File: config.mk
export PLATFORM = sky130hd
export DESIGN_NAME = pcrc_top
export DESIGN_NICKNAME = d
export VERILOG_FILES = /design/src/hdl/pcrc_pkg.sv /design/src/hdl/pcrc_mem_if.sv /design/src/hdl/pcrc_mem.sv /design/src/hdl/pcrc_lfsr.sv /design/src/hdl/pcrc_top.sv
export VERILOG_INCLUDE_DIRS = /design/src /design/src/hdl
export SDC_FILE = /design/constraint.sdc
export NUM_CORES = 1
export LEC_CHECK = 0
export BUFFER_PORTS_ARGS = -buffer_cell sky130_fd_sc_hd__buf_2
export CORE_MARGIN = 1
export CORE_UTILIZATION = 35
export DETAILED_ROUTE_END_ITERATION = 10
export PLACE_DENSITY = 0.57
export SLEW_MARGIN = 15
export SYNTH_ARGS = -nofsm -noshare
export SYNTH_HDL_FRONTEND = slang
export SYNTH_SLANG_ARGS = --single-unit
File: constraint.sdc
create_clock -name ref_clk -period 17.17 [get_ports ref_clk]
set_clock_uncertainty 0.2 [all_clocks]
set_input_delay 3.434 -clock ref_clk [delete_from_list [all_inputs] [get_ports ref_clk]]
set_output_delay 3.434 -clock ref_clk [all_outputs]
set_load 0.05 [all_outputs]
File: src/hdl/pcrc_params.svh
// offsets, field positions, reset values and fifo depths for the crc generator
`ifndef PCRC_PARAMS_SVH
`define PCRC_PARAMS_SVH
`define PCRC_OFS_CONTROL 4'h0
`define PCRC_OFS_TAPS 4'h1
`define PCRC_OFS_DATA 4'h2
`define PCRC_OFS_RESULT 4'h3
`define PCRC_BIT_IDLE_STOP 13
`define PCRC_CNT_HI 12
`define PCRC_CNT_LO 8
`define PCRC_BIT_FULL 7
`define PCRC_BIT_EMPTY 6
`define PCRC_BIT_START 4
`define PCRC_LEN_HI 3
`define PCRC_RST_CONTROL 16'h0040
`define PCRC_DEPTH_SMALL 5'h08
`define PCRC_DEPTH_LARGE 5'h10
`define PCRC_LEN_SPLIT 4'h7
`endif

File: src/hdl/pcrc_pkg.sv
// types shared by the crc generator modules
package pcrc_pkg;
	typedef enum logic [1:0]
	{
		PCRC_IDLE = 2'b00,
		PCRC_SHIFT = 2'b01
	} pcrc_state_t;
	typedef logic [15:0] pcrc_word_t;
endpackage : pcrc_pkg

File: src/hdl/pcrc_mem_if.sv
// interface between the crc top and its word memory
`timescale 1ns/10ps
interface pcrc_mem_if;
	logic we;
	logic [3:0] waddr;
	logic [15:0] wdata;
	logic [3:0] raddr;
	logic [15:0] rdata;
	modport ctrl (output we, output waddr, output wdata, output raddr, input rdata);
	modport mem (input we, input waddr, input wdata, input raddr, output rdata);
endinterface : pcrc_mem_if

File: src/hdl/pcrc_mem.sv
// word memory holding the fifo entries, registered read
`timescale 1ns/10ps
module pcrc_mem
#(
	parameter int DEPTH = 16
)
(
	input wire logic ref_clk,
	input wire logic ce,
	pcrc_mem_if.mem port
);
	logic [15:0] store [DEPTH];
	logic [15:0] next_rdata;
	logic [15:0] rdata_q;
	always_comb
	begin
		next_rdata = store[port.raddr];
		// a word written on this edge is forwarded, so a look-ahead read is never stale
		if (port.we && port.waddr == port.raddr)
			next_rdata = port.wdata;
	end
	// no reset: contents are data only
	always_ff @(posedge ref_clk)
	begin
		if (ce && port.we)
			store[port.waddr] <= port.wdata;
		if (ce)
			rdata_q <= next_rdata;
	end
	assign port.rdata = rdata_q;
endmodule : pcrc_mem

File: src/hdl/pcrc_lfsr.sv
// crc engine stepping up to two data bits per clock
`timescale 1ns/10ps
module pcrc_lfsr
(
	input wire logic ref_clk,
	input wire logic sys_rst,
	input wire logic ce,
	input wire logic clear,
	input wire logic [1:0] step_n,
	input wire logic [1:0] bits,
	input wire logic [15:0] taps,
	input wire logic [3:0] len_m1,
	output logic [15:0] crc
);
	logic [15:0] crc_q;
	logic [15:0] next_crc;
	logic fb;
	always_comb
	begin
		next_crc = crc_q;
		fb = 1'b0;
		if (clear)
			next_crc = 16'h0000;
		else
		begin
			// msb first: upper bit of the pair goes in first
			for (int i = 0; i < 2; i++)
			begin
				if (2'(i) < step_n)
				begin
					fb = next_crc[len_m1] ^ bits[1 - i];
					next_crc = (next_crc << 1) ^ ({16{fb}} & taps);
					next_crc[0] = fb;
				end
			end
			next_crc = next_crc & ((16'h0001 << len_m1) | ((16'h0001 << len_m1) - 16'h0001));
		end
	end
	always_ff @(posedge ref_clk or posedge sys_rst)
	begin
		if (sys_rst)
			crc_q <= 16'h0000;
		else if (ce)
			crc_q <= next_crc;
	end
	assign crc = crc_q;
endmodule : pcrc_lfsr

File: src/hdl/pcrc_top.sv
// programmable crc generator with word fifo and register port
//
// Decided for this implementation: the address map and the address-and-strobe port.
`timescale 1ns/10ps
`include "pcrc_params.svh"
// What this block does
// - software programs taps 15..1 and a 4-bit length field
// - constant term always fed back; top term implied at the length set by the length field
// - length field holds polynomial length minus one
// - fifo holds 8 words if length field above 7, else 16
// - byte writes accepted; word width is length field plus one
// - count increments when the word msb is written
// - shifter runs only while start bit set and count nonzero
// - count decrements after a word lsb is shifted out
// - shifter consumes two bits per clock, one for a last odd bit
// - full flag at fifo depth, empty flag at zero
// - write while full wraps count to zero, no interrupt
// - interrupt when count goes from one to zero
// - sleep freezes all state but the idle stop bit and read data, resumes where it stopped
// - idle stop bit makes idle act as sleep, no interrupt while stopped
// - control layout: count 12..8, full 7, empty 6, start 4
module pcrc_top
	import pcrc_pkg::*;
(
	input wire logic ref_clk,
	input wire logic sys_rst,
	input wire logic clk_en,
	input wire logic sleep_req,
	input wire logic idle_req,
	input wire logic [3:0] reg_addr,
	input wire logic [15:0] reg_wdata,
	input wire logic [1:0] reg_wbe,
	input wire logic reg_wr,
	input wire logic reg_rd,
	output logic [15:0] reg_rdata,
	output logic crc_irq
);
	// ------------------------------------------------------------
	// register state
	// ------------------------------------------------------------
	logic idle_stop_bit, next_idle_stop_bit;
	logic shifter_start_bit, next_shifter_start_bit;
	logic [3:0] poly_length_field, next_poly_length_field;
	logic [15:1] poly_tap_register, next_poly_tap_register;
	logic [4:0] valid_word_count, next_valid_word_count;
	logic [15:0] wr_buf, next_wr_buf;
	logic [3:0] wr_ptr, next_wr_ptr;
	logic [3:0] rd_ptr, next_rd_ptr;
	logic [15:0] reg_rdata_q, next_reg_rdata;
	logic irq_q, next_irq;
	pcrc_state_t state, next_state;
	logic [15:0] shreg, next_shreg;
	logic [4:0] bits_left, next_bits_left;
	logic load_wait, next_load_wait;
	logic sleep_s1, sleep_s2, sleep_s3, idle_s1, idle_s2, idle_s3;
	logic sleep_st, idle_st, next_sleep_st, next_idle_st;
	logic run_ce;
	logic fifo_full_flag, fifo_empty_flag;
	logic [4:0] depth;
	logic [4:0] word_bits;
	logic wr_hit, msb_written, word_done, more_words;
	logic [1:0] step_n;
	logic [15:0] crc;
	logic [15:0] merged;
	pcrc_mem_if mif ();
	// ------------------------------------------------------------
	// power modes
	// ------------------------------------------------------------
	// pins cross from the power manager, three flops, act when last two agree
	always_ff @(posedge ref_clk or posedge sys_rst)
	begin
		if (sys_rst)
		begin
			sleep_s1 <= 1'b0;
			sleep_s2 <= 1'b0;
			sleep_s3 <= 1'b0;
			idle_s1 <= 1'b0;
			idle_s2 <= 1'b0;
			idle_s3 <= 1'b0;
			sleep_st <= 1'b0;
			idle_st <= 1'b0;
		end
		else if (clk_en)
		begin
			sleep_s1 <= sleep_req;
			sleep_s2 <= sleep_s1;
			sleep_s3 <= sleep_s2;
			idle_s1 <= idle_req;
			idle_s2 <= idle_s1;
			idle_s3 <= idle_s2;
			sleep_st <= next_sleep_st;
			idle_st <= next_idle_st;
		end
	end
	always_comb
	begin
		next_sleep_st = (sleep_s2 == sleep_s3) ? sleep_s3 : sleep_st;
		next_idle_st = (idle_s2 == idle_s3) ? idle_s3 : idle_st;
	end
	// freeze in sleep or stopped idle
	assign run_ce = clk_en & ~sleep_st & ~(idle_st & idle_stop_bit);
	// ------------------------------------------------------------
	// derived status
	// ------------------------------------------------------------
	// depth from length
	assign depth = (poly_length_field > `PCRC_LEN_SPLIT) ? `PCRC_DEPTH_SMALL : `PCRC_DEPTH_LARGE;
	// length field is bits minus one
	assign word_bits = {1'b0, poly_length_field} + 5'h01;
	assign fifo_full_flag = (valid_word_count == depth);
	assign fifo_empty_flag = (valid_word_count == 5'h00);
	assign wr_hit = reg_wr && (reg_addr == `PCRC_OFS_DATA);
	// count only once the lane holding the msb is written
	assign msb_written = wr_hit && (poly_length_field > 4'h7 ? reg_wbe[1] : reg_wbe[0]);
	// two bits per clock, one for a last odd bit
	assign step_n = (state == PCRC_SHIFT && !load_wait) ? ((bits_left >= 5'h02) ? 2'h2 : 2'h1) : 2'h0;
	assign word_done = (step_n != 2'h0) && (bits_left == 5'(step_n));
	assign more_words = (valid_word_count > 5'h01);
	// ------------------------------------------------------------
	// register port and fifo control
	// ------------------------------------------------------------
	always_comb
	begin
		next_idle_stop_bit = idle_stop_bit;
		next_shifter_start_bit = shifter_start_bit;
		next_poly_length_field = poly_length_field;
		next_poly_tap_register = poly_tap_register;
		next_valid_word_count = valid_word_count;
		next_wr_buf = wr_buf;
		next_wr_ptr = wr_ptr;
		next_rd_ptr = rd_ptr;
		next_irq = 1'b0;
		next_reg_rdata = 16'h0000;
		merged = wr_buf;
		if (reg_wbe[0])
			merged[7:0] = reg_wdata[7:0];
		if (reg_wbe[1])
			merged[15:8] = reg_wdata[15:8];
		if (reg_wr && reg_addr == `PCRC_OFS_CONTROL)
		begin
			if (reg_wbe[1])
				next_idle_stop_bit = reg_wdata[`PCRC_BIT_IDLE_STOP];
			if (reg_wbe[0])
			begin
				next_shifter_start_bit = reg_wdata[`PCRC_BIT_START];
				next_poly_length_field = reg_wdata[`PCRC_LEN_HI:0];
			end
		end
		if (reg_wr && reg_addr == `PCRC_OFS_TAPS)
		begin
			if (reg_wbe[0])
				next_poly_tap_register[7:1] = reg_wdata[7:1];
			if (reg_wbe[1])
				next_poly_tap_register[15:8] = reg_wdata[15:8];
		end
		if (wr_hit)
			next_wr_buf = merged;
		if (word_done)
			next_rd_ptr = rd_ptr + 4'h1;
		if (msb_written)
		begin
			next_wr_buf = 16'h0000;
			// overflow wraps, fifo acts empty, no interrupt
			if (fifo_full_flag)
			begin
				next_valid_word_count = 5'h00;
				next_wr_ptr = 4'h0;
				next_rd_ptr = 4'h0;
			end
			else
			begin
				next_wr_ptr = wr_ptr + 4'h1;
				next_valid_word_count = valid_word_count + (word_done ? 5'h00 : 5'h01);
			end
		end
		else if (word_done)
		begin
			next_valid_word_count = valid_word_count - 5'h01;
			next_irq = (valid_word_count == 5'h01);
		end
		if (reg_rd)
		begin
			unique case (reg_addr)
				`PCRC_OFS_CONTROL:
				begin
					next_reg_rdata[`PCRC_BIT_IDLE_STOP] = idle_stop_bit;
					next_reg_rdata[`PCRC_CNT_HI:`PCRC_CNT_LO] = valid_word_count;
					next_reg_rdata[`PCRC_BIT_FULL] = fifo_full_flag;
					next_reg_rdata[`PCRC_BIT_EMPTY] = fifo_empty_flag;
					next_reg_rdata[`PCRC_BIT_START] = shifter_start_bit;
					next_reg_rdata[`PCRC_LEN_HI:0] = poly_length_field;
				end
				`PCRC_OFS_TAPS: next_reg_rdata = {poly_tap_register, 1'b0};
				`PCRC_OFS_RESULT: next_reg_rdata = crc;
				default: next_reg_rdata = 16'h0000;
			endcase
		end
	end
	// ------------------------------------------------------------
	// serial shifter
	// ------------------------------------------------------------
	always_comb
	begin
		next_state = state;
		next_shreg = shreg;
		next_bits_left = bits_left;
		next_load_wait = 1'b0;
		unique case (state)
			PCRC_IDLE:
			begin
				// start only with start bit and words present
				if (shifter_start_bit && valid_word_count != 5'h00)
				begin
					next_state = PCRC_SHIFT;
					next_load_wait = 1'b1;
				end
			end
			PCRC_SHIFT:
			begin
				if (load_wait)
				begin
					// memory read lands now; align msb to bit 15
					next_shreg = mif.rdata << (5'h10 - word_bits);
					next_bits_left = word_bits;
				end
				else
				begin
					next_shreg = shreg << step_n;
					next_bits_left = bits_left - 5'(step_n);
					// next word follows without a gap
					if (word_done && more_words)
					begin
						next_shreg = mif.rdata << (5'h10 - word_bits);
						next_bits_left = word_bits;
					end
					else if (word_done)
						next_state = PCRC_IDLE;
				end
				if (!shifter_start_bit)
					next_state = PCRC_IDLE;
				// overflow drops the word in flight
				if (msb_written && fifo_full_flag)
					next_state = PCRC_IDLE;
			end
			default: next_state = PCRC_IDLE;
		endcase
	end
	assign mif.we = msb_written && !fifo_full_flag;
	assign mif.waddr = wr_ptr;
	assign mif.wdata = merged;
	// read one word ahead while streaming so the next word is ready at word end
	assign mif.raddr = (next_state == PCRC_SHIFT && !next_load_wait) ? next_rd_ptr + 4'h1 : next_rd_ptr;
	always_ff @(posedge ref_clk or posedge sys_rst)
	begin
		if (sys_rst)
		begin
			idle_stop_bit <= 1'b0;
			shifter_start_bit <= 1'b0;
			poly_length_field <= 4'h0;
			poly_tap_register <= 15'h0000;
			valid_word_count <= 5'h00;
			wr_buf <= 16'h0000;
			wr_ptr <= 4'h0;
			rd_ptr <= 4'h0;
			reg_rdata_q <= 16'h0000;
			irq_q <= 1'b0;
			state <= PCRC_IDLE;
			shreg <= 16'h0000;
			bits_left <= 5'h00;
			load_wait <= 1'b0;
		end
		else if (clk_en)
		begin
			// reads and the idle stop bit stay alive so software can clear the idle stop bit
			idle_stop_bit <= next_idle_stop_bit;
			reg_rdata_q <= next_reg_rdata;
			if (run_ce)
			begin
				shifter_start_bit <= next_shifter_start_bit;
				poly_length_field <= next_poly_length_field;
				poly_tap_register <= next_poly_tap_register;
				valid_word_count <= next_valid_word_count;
				wr_buf <= next_wr_buf;
				wr_ptr <= next_wr_ptr;
				rd_ptr <= next_rd_ptr;
				state <= next_state;
				shreg <= next_shreg;
				bits_left <= next_bits_left;
				load_wait <= next_load_wait;
			end
			irq_q <= run_ce & next_irq;
		end
	end
	pcrc_mem #(.DEPTH(16)) u_mem
	(
		.ref_clk(ref_clk),
		.ce(run_ce),
		.port(mif.mem)
	);
	pcrc_lfsr u_lfsr
	(
		.ref_clk(ref_clk),
		.sys_rst(sys_rst),
		.ce(run_ce),
		.clear(1'b0),
		.step_n(step_n),
		.bits(shreg[15:14]),
		.taps({poly_tap_register, 1'b0}),
		.len_m1(poly_length_field),
		.crc(crc)
	);
	assign reg_rdata = reg_rdata_q;
	assign crc_irq = irq_q;
endmodule : pcrc_top

======== Word level (Yosys, flattened, before mapping) ========
Memory sizes are Yosys's and may differ from the RTL's. A register that Yosys moved wholly into a read port is not among the register bits.
Cells that the tools add are included.
cells by class
  add/sub/neg operators ................... 9
  $lt $le $gt $ge ......................... 6
  eq/ne operators ......................... 10
  shift-type cells ........................ 3
  multiplexer cells ....................... 45
  bitwise operators ....................... 14
  reductions and logical operators ........ 33
operators with widths
  kind                                                                    number
  16-bit two-way mux                                                      7
  16-bit bitwise AND                                                      3
  16-bit bitwise XOR                                                      2
  5-bit two-way mux                                                       6
  8-bit one-hot mux with 3 select lines                                   1
  4-bit two-way mux                                                       5
  2-bit two-way mux                                                       8
  8-bit two-way mux                                                       2
  16-bit OR                                                               1
  1-bit by 4-bit left shift with 16-bit output (first input constant)     1
  16-bit by 2-bit left shift with 16-bit output                           1
  16-bit by 5-bit left shift with 16-bit output                           1
  16-bit by 1-bit subtractor with 16-bit output (second input constant)   1
  5-bit one-hot mux with 3 select lines                                   1
  3-bit AND reduction                                                     5
  4-bit by 1-bit adder with 4-bit output (second input constant)          3
  1-bit logical AND                                                       12
  4-bit AND reduction                                                     3
  1-bit two-way mux                                                       10
  1-bit binary-select mux with 4-bit select                               2
  4-bit by 2-bit equality test with 1-bit output (second input constant)  2
  2-bit one-hot mux with 2 select lines                                   2
  2-bit AND reduction                                                     3
  2-bit nonzero test                                                      3
  25 further kinds                                                        35
storage, ports and cells
  bits in registers ....................... 115
  memory bits (writable) .................. 256
  input port bits ......................... 29
  output and inout bits ................... 17
  memories ................................ 1
memory list
  name         depth  width  read ports  clocked after memory_dff  write ports  line            source
  u_mem.store  16     16     1           1                         1            pcrc_mem.sv:12  logic [15:0] store [DEPTH];

======== Logic depth before layout (Yosys ltp) ========
Gate-level depths: netlist (run 1).
  depth in word-level cells ............... 14
  mapped depth ............................ 18
  mapped depth without buffers ............ 13

======== Modules after synthesis ========
Synthesis (run 1) repeated with hierarchy kept, for this count alone.
second synthesis, totals
  cell total of the unflattened synthesis .. 1416
  area, all modules ....................... 19432.4 um^2
by module, submodules not included
  module     instances  cells each  area each (um^2)
  pcrc_mem   1          455         10740.3
  pcrc_top   1          598         6080.8
  pcrc_lfsr  1          363         2611.3

======== Least setup slack after synthesis (run 1) ========
No wires, ideal clock.
  path kind ............................... input-to-reg
  from .................................... in reg_addr[0]
  to ...................................... reg u_mem.rdata_q[0], in the netlist u_mem.port.rdata[0], read port of u_mem.store (data pin)
  library setup time ...................... 0.260 ns
  arrival ................................. 6.647 ns
  required time ........................... 16.710 ns
  setup slack ............................. 10.063 ns
  stages on the path ...................... 12
  cell sequence ........................... clkbuf_1 -> nor2b_1 -> nand3_2 -> nor2_1 -> nor2_1 -> ha_1 -> mux2i_1 -> clkbuf_1 -> buf_1 -> mux4_2 -> mux4_2 -> mux2_2
on the way
  elaborated cells on any way between the ends .. 11
  those cells by class .................... add/sub: 1; eq/ne: 2; mux: 4; reduce/logical: 4
RTL lines
  element                                                     line             source
  from (decl)                                                 pcrc_top.sv:30   input wire logic [3:0] reg_addr,
  4-bit by 2-bit equality test with 1-bit output (no line) *  --
  1-bit logical AND *                                         pcrc_top.sv:111  assign wr_hit = reg_wr && (reg_addr == `PCRC_OFS_DATA);
  1-bit logical AND *                                         pcrc_top.sv:113  assign msb_written = wr_hit && (poly_length_field > 4'h7 ? reg_wbe[1] : reg_wbe[0]);
  4-bit two-way mux *                                         pcrc_top.sv:159  if (msb_written)
  via next_rd_ptr[0]                                          pcrc_top.sv:48   logic [3:0] rd_ptr, next_rd_ptr;
  4-bit by 1-bit adder with 4-bit output                      pcrc_top.sv:251  assign mif.raddr = (next_state == PCRC_SHIFT && !next_load_wait) ? next_rd_ptr + 4'h1 : next_rd_ptr;
  4-bit two-way mux *                                         pcrc_top.sv:251
  to (decl)                                                   pcrc_mem.sv:14   logic [15:0] rdata_q;
Mark *: on every way through the listed nets, which the timed path passes. The rest lies on a longest branch.
A chain may end at the register's enable or synchronous reset.

======== Final worst setup path (run 1) ========
  from .................................... in reg_addr[1]
  to ...................................... reg u_mem.rdata_q[15], in the netlist u_mem.port.rdata[15], read port of u_mem.store (data pin)
on the way
  longest elaborated chain between the ends .. 9
  elaborated cells on any way between the ends .. 11
  those cells by class .................... add/sub: 1; eq/ne: 2; mux: 4; reduce/logical: 4
ends and longest elaborated chain
  element                                                     line             source
  4-bit by 2-bit equality test with 1-bit output (no line) *  --
  1-bit logical AND *                                         pcrc_top.sv:111
  1-bit logical AND *                                         pcrc_top.sv:113
  1-bit logical AND                                           pcrc_top.sv:241  if (msb_written && fifo_full_flag)
  2-bit two-way mux                                           pcrc_top.sv:241
  2-bit one-hot mux with 2 select lines                       pcrc_top.sv:207  unique case (state)
  2-bit by 1-bit equality test with 1-bit output              pcrc_top.sv:251
  1-bit logical AND                                           pcrc_top.sv:251
  4-bit two-way mux *                                         pcrc_top.sv:251
Every way passes the cells marked *; elsewhere a longest branch is shown, timed or not.

==> flow_summary.ini, run 1 <==
[status]
status = finished, final reports clean

[floorplan]
core_um2 = 53920
dieArea_um2 = 55610
rows = 85
die_w_um = 235.8
die_y_um = 235.8
initial_core_util_pct = 35.49
io_pins = 46

[power]
p_per_area_nw_per_um2 = 136.4
p_sw_uw = 944.9
p_int_uw = 1992
power_frac_seq_pct = 39.2
total_power_uw = 2937
ir_drop_mv = 0.07105
pwr-share-clk_pct = 31.2
p_comb_share_pct = 29.6
swShare_pct = 32.17
p_leak_uw = 0.007637

[synthesis]
synth_top_area_share_pct = 42.68
syn_avg_cell_area_um2 = 13.30
syn_nets = 1488
yosysSeqAreaShare_pct = 57.72
ys.flop_type = edfxtp_1
synth_area_um2 = 19140
ys_warn_count = 0
synth.distinct_cells = 77
synth_edf_count = 272
async_flop_share_pct = 29.72
synth_top_cell_by_area = edfxtp_1
synthTopCellsByArea = edfxtp_1 (43%), dfrtp_1 (15%), mux4_2 (11%)
ys_ff_latch = 387
synth_cells = 1439

[cells_and_area]
fillers = 4958
drive_above_1_share_pct = 22.53
n_antenna_cell = 0
area_growth_pct = 12.54
fin_nets = 1517

[route]
vias = 12390
routed_wirelength_mm = 50.79
routedWlPerCell_um = 23.13
drcViolationCount = 0
detail_route.first_pass.iterations = 6
via_per_inst = 5.643
dr.first_iter.drc_count = 1194
ant_nets = 0

[clocking]
postCtsHoldBufs = 0
clk_pin_slew_ns = 0.06
cts_resized = 0
cts_num_sinks = 387
clk_path_buf_depth = 3
cts_tree = done
cts_buffers = 42
htree_levels = 2
post-cts-setup-buffer-count = 0
clock_latency_ns = 0.59
cts_root_buf = clkbuf_16

[global_route]
grt_overflow = 0
grt_max_degree = 66
grt_usage_pct = 18.31
grt_first_pass_wirelength_mm = 76.83
grt_antenna_before_repair = 0
grt_pass1_vias = 11990

[setup_path]
cpPeakStageDelay_ns = 0.86
crit_end = u_mem.port.rdata[15]
startpoint_type = primary input
r2r_cells = 13
crit_arrival_ns = 7.85
worstSetupPathType = in -> reg
path_depth = 11
critPathCaptureType = register
cp_top_family = buffers and inverters
rrSetupSlack_ns = 10.59
critPathLaunch = reg_addr[1]
cp_num_buf_inv = 3
cp_slowest_cell = buf_4
cp_max_fo = 52
rr_endpoint = u_mem.port.rdata[15]
worstPathRequired_ns = 17.32
crit_chain = buf_2 -> nor2b_1 -> nand3_2 -> nor2_1 -> nor2_1 -> xnor2_2 -> buf_4 -> buf_4 -> mux4_2 -> mux4_2 -> mux2_2
r2r-start = bits_left[2]

[min_path]
hold_path.class = reg -> reg

[run]
drv_cap = 0

[timing]
worst_pin_slew_ns = 1.109
setup_violations = 0
max_freq_mhz = 129.8
slew_viol_final = 0
whs_ns = 0.2763
fin_crit_sh_pct = 44.87
fin_tns_setup_ns = 0
fin_crit_ns = 7.704
hold_viol_final = 0
grt_setup_unrepaired = no
slew_headroom_pct = 25.98

[placed_design]
gp_congestion = 0.9128
dp_hpwl_mm = 32.05
port_buffers = 45
-- worst register-to-register path, stage by stage, from the launching register on --
cell and delay [ns]:
dfrtp_1 0.45, nor3_1 0.45, nand2_1 0.65, nor2_1 0.57
ha_1 0.34, nand4_1 0.28, o211ai_1 0.17, nor2_1 0.48
xnor2_2 0.18, buf_4 0.30, buf_4 0.87, mux4_2 0.66
mux4_2 0.46, mux2_2 0.28
-- layout make-up --
| class | instances | area, um^2 | area share, % |
|---|---|---|---|
| multi-input combinational | 932 | 7634 | 35.45 |
| clock buffer | 50 | 1091 | 5.066 |
| timing repair buffer | 80 | 488.0 | 2.266 |
| clock inverter | 26 | 309.0 | 1.435 |
| inverter | 25 | 97.59 | 0.4532 |
| tap | 696 | 870.8 | 4.044 |
| sequential | 387 | 11050 | 51.29 |
-- worst min-delay path by stage --
stage               start          to  cells past startpoint
2_1_floorplan   wr_buf[0]   wr_buf[0]                      2
3_3_place_gp    wr_buf[8]   wr_buf[8]                      2
3_5_place_dp    wr_buf[8]   wr_buf[8]                      2
4_1_cts         wr_buf[8]   wr_buf[8]                      2
5_1_grt        wr_buf[10]  wr_buf[10]                      2
6_report       wr_buf[13]  wr_buf[13]                      2
-- registers in the layout, summed over array words and instances, names as in the netlist, 2 cells and up --
register	cells
u_mem.store	256
reg_rdata	16
shreg	16
u_lfsr.crc	16
u_mem.port.rdata	16
wr_buf	16
poly_tap_register	15
bits_left	5
valid_word_count	5
mif.waddr	4
poly_length_field	4
rd_ptr	4
state	2
-- placed cells by master, fill, tap and decap left out, types with 35 or more instances in the layout --
master and count:
nor2_1 69, buf_4 35, a21oi_1 63, mux4_2 95, nand2_1 155, o21ai_0 90
dfrtp_1 115, mux2_2 74, buf_2 45, edfxtp_1 272, clkbuf_16 42
-- stage by stage --
stage                     util [%]  instances  worst slack [ns]  area (um^2)
after floorplan                  -       1439             10.06        19140
after global placement       37.33       2120             8.937        20130
after detailed placement     37.33       2120             8.795        20130
after CTS                    39.93       2196             9.430        21530
after global routing         39.94       2196             8.986        21540
final                        39.94       2196             9.466        21540
-- per-layer routing --
metal	wire, um	global-route usage [%]
met5	0	0
met4	1153	5.427
met3	3024	2.879
met2	25050	31.00
met1	21570	24.18
-- cell families (layout without fill, tap and decap cells) --
kind of cell             after synthesis  after routing  share of synthesized area (%)
AND/OR/NAND/NOR                      411            411                          10.57
flip-flops                           387            387                          57.72
AO/OA/AOI/OAI                        267            267                          8.788
multiplexers                         205            205                          17.48
buffers and inverters                120            181                          2.727
XOR/XNOR                              29             29                          1.367
adder cells (fa/ha/maj)               20             20                          1.347
-- synth_stat cells (all sizes together), types with 3 or more instances --
master / n
a2111oi: 3
buf: 30
nand4: 16
nor3: 37
xor2: 16
mux2i: 36
o22ai: 4
dfrtp: 115
nor2b: 11
mux4: 95
ha: 19
a211o: 3
a211oi: 5
a311oi: 4
o21ai: 90
or4: 4
o2bb2ai: 17
nor4: 7
and4: 6
edfxtp: 272
a31oi: 15
o31a: 3
and2: 21
a221oi: 3
o31ai: 9
clkbuf: 65
mux2: 74
xnor2: 13
a22oi: 20
nor4b: 3
nand2b: 21
and3: 5
nand2: 155
inv: 24
a21o: 3
nor2: 69
nand3b: 4
nor3b: 7
a21oi: 64
or3: 6
nand3: 33
-- power groups by stage --
stage	clock (uW)	sequential (uW)	combinational, uW
detailed placement	0	1170	870
CTS	938	1150	873
finish	916	1150	870
global placement	0	1170	847
global route	971	1160	944
floorplan	0	1120	701
Power figures use the tool's default switching activity.
==> inputs of run 2 (changes only) <==
ABC_AREA = 1   (was unset)
PLACE_DENSITY = 0.58   (was 0.57)
clock period = 6.65 ns   (was 17.17 ns; I/O delays follow)
==> flow_summary.ini, run 2 <==
[setup_path]
rr_endpoint = u_mem.port.rdata[5]
startpoint_type = register
cp_slowest_cell = buf_4
rrSetupSlack_ns = 0.91
worstPathRequired_ns = 6.89
critPathLaunch = state[1]
cp_max_fo = 77
crit_arrival_ns = 5.98
crit_end = u_mem.port.rdata[5]
r2r-start = state[1]
cpPeakStageDelay_ns = 0.72
critPathCaptureType = register
r2r_cells = 26
worstSetupPathType = reg -> reg

[timing]
slew_headroom_pct = 25.55
timing.final.ws_setup_ns = 0.9099
whs_ns = 0.2806
grt_setup_unrepaired = no
fin_tns_setup_ns = 0
max_freq_mhz = 174.2
hold_viol_final = 0
worst_pin_slew_ns = 1.114
setup_violations = 0
slew_viol_final = 0
fin_crit_sh_pct = 86.32
fin_crit_ns = 5.740

[floorplan]
rows = 85
die_y_um = 236.3
initial_core_util_pct = 35.56
io_pins = 46
dieArea_um2 = 55830
core_um2 = 54030
die_w_um = 236.3

[synthesis]
ys_ff_latch = 387
synth_commonest_cells = nand2_1 (474), edfxtp_1 (272), o21ai_0 (257), inv_1 (206), a21oi_1 (181)
syn_nets = 2148
synth_top_cell_by_area = edfxtp_1
synth_area_um2 = 19210
synth.most_common_cell = nand2_1
ys_warn_count = 0
synthTopCellsByArea = edfxtp_1 (43%), dfrtp_1 (15%), nand2_1 (9.3%)
async_flop_share_pct = 29.72
synth_edf_count = 272
synth.distinct_cells = 46
synth_top_area_share_pct = 42.52
ys.flop_type = edfxtp_1
syn_avg_cell_area_um2 = 9.152
yosysSeqAreaShare_pct = 57.50
synth_cells = 2099

[clocking]
htree_levels = 2
cts_tree = done
clk_path_buf_depth = 3
clock_latency_ns = 0.59
cts_resized = 0
cts_root_buf = clkbuf_16
post-cts-setup-buffer-count = 0
cts_num_sinks = 387
postCtsHoldBufs = 0
cts_buffers = 43
clk_pin_slew_ns = 0.06

[route]
vias = 15330
detail_route.first_pass.iterations = 5
routed_wirelength_mm = 55.06
ant_nets = 0
dr.first_iter.drc_count = 1558
routedWlPerCell_um = 19.32
drcViolationCount = 0
via_per_inst = 5.380

[power]
p_per_area_nw_per_um2 = 370.0
ir_drop_mv = 0.2018
p_leak_uw = 0.008773

[cells_and_area]
final_cell_mix = nand2_1 (473), edfxtp_1 (272), o21ai_0 (251), inv_1 (205), a21oi_1 (181)
layout_commonest_cell = nand2_1
seqCellArea_um2 = 11050
n_antenna_cell = 0
multiInputGateArea_um2 = 6889
drive_above_1_share_pct = 9.378
area_growth_pct = 12.81
largest_reg_flops = 256
fin_nets = 2171
fillers = 5314
fin_cells = 2850
regMostFlops = u_mem.store

[global_route]
grt_overflow = 0
grt_antenna_before_repair = 0
grt_usage_pct = 19.67
grt_pass1_vias = 14450
grt_first_pass_wirelength_mm = 85.70
grt_max_degree = 94

[status]
status = finished, final reports clean

[placed_design]
gp_congestion = 0.9013
place_worst_setup_slack_ns = 0.8996
dp_hpwl_mm = 35.06
dp.cells = 2773
port_buffers = 45

[min_path]
hold_path.class = reg -> reg

[run]
drv_cap = 0
run 2: cell types whose count changed in the layout (fill, tap and decap cells not counted), sizes merged, moves of 59 or more:
cell and change:
nand2 +325, inv +194, a21oi +117, o211ai +59, o21ai +193, mux2 -69, mux4 -95, nand3 +89
run 2: critical path, delay by kind of cell, from the launching register on:
family	cells	cell delay, ns
adder cells (fa/ha/maj)	2	0.59
AO/OA/AOI/OAI	5	0.71
buffers and inverters	10	2.00
flip-flops	1	0.40
AND/OR/NAND/NOR	9	1.65
run 2: cell type report:
class / instances / share of cell area [%]
sequential: 387 / 50.97
tap: 696 / 4.018
clock inverter: 21 / 1.184
timing repair buffer: 92 / 2.667
multi-input combinational: 1374 / 31.79
clock buffer: 56 / 5.479
inverter: 224 / 3.897
run 2: logic make-up (layout without fill, tap and decap cells):
group           after synthesis  after routing  synth area share, %
simple gates                739            739                15.92
mux                           9              9               0.5015
fa+ha+maj                    20             20                1.342
compound gates              589            589                16.95
flops                       387            387                57.50
buf+inv                     338            393                6.975
xor+xnor                     17             17               0.8141
run 2: worst min path at each step:
stage,depth (start not counted),slack [ns],start,endpoint
after floorplan,2,0.25,u_lfsr.crc[15],u_lfsr.crc[15]
after CTS,2,0.29,u_lfsr.crc[15],u_lfsr.crc[15]
after detailed placement,2,0.27,u_lfsr.crc[15],u_lfsr.crc[15]
after global routing,2,0.32,wr_buf[1],wr_buf[1]
final,2,0.28,reg_rdata[4],reg_rdata[4]
after global placement,2,0.26,reg_rdata[5],reg_rdata[5]
run 2: routing by layer:
layer	vias up	global-route usage [%]	routed length [um]
met5	-	0	0
met4	0	6.710	1495
met3	93	2.891	3307
met2	492	31.21	25310
met1	7450	27.42	24950
li1	7297	-	-
run 2: stage by stage:
| stage | cell area (um^2) | utilization, % | power [uW] |
|---|---|---|---|
| 2_1_floorplan | 19210 | - | 4946 |
| 3_3_place_gp | 20220 | 37.43 | 5561 |
| 3_5_place_dp | 20220 | 37.43 | 5605 |
| 4_1_cts | 21670 | 40.10 | 8052 |
| 5_1_grt | 21670 | 40.11 | 8529 |
| 6_report | 21670 | 40.11 | 8019 |
run 2: power breakdown:
part           leakage, uW  switching (uW)  internal (uW)
Sequential         0.00395             211           2840
Clock             0.000700            1010           1430
Combinational      0.00412            1740            784
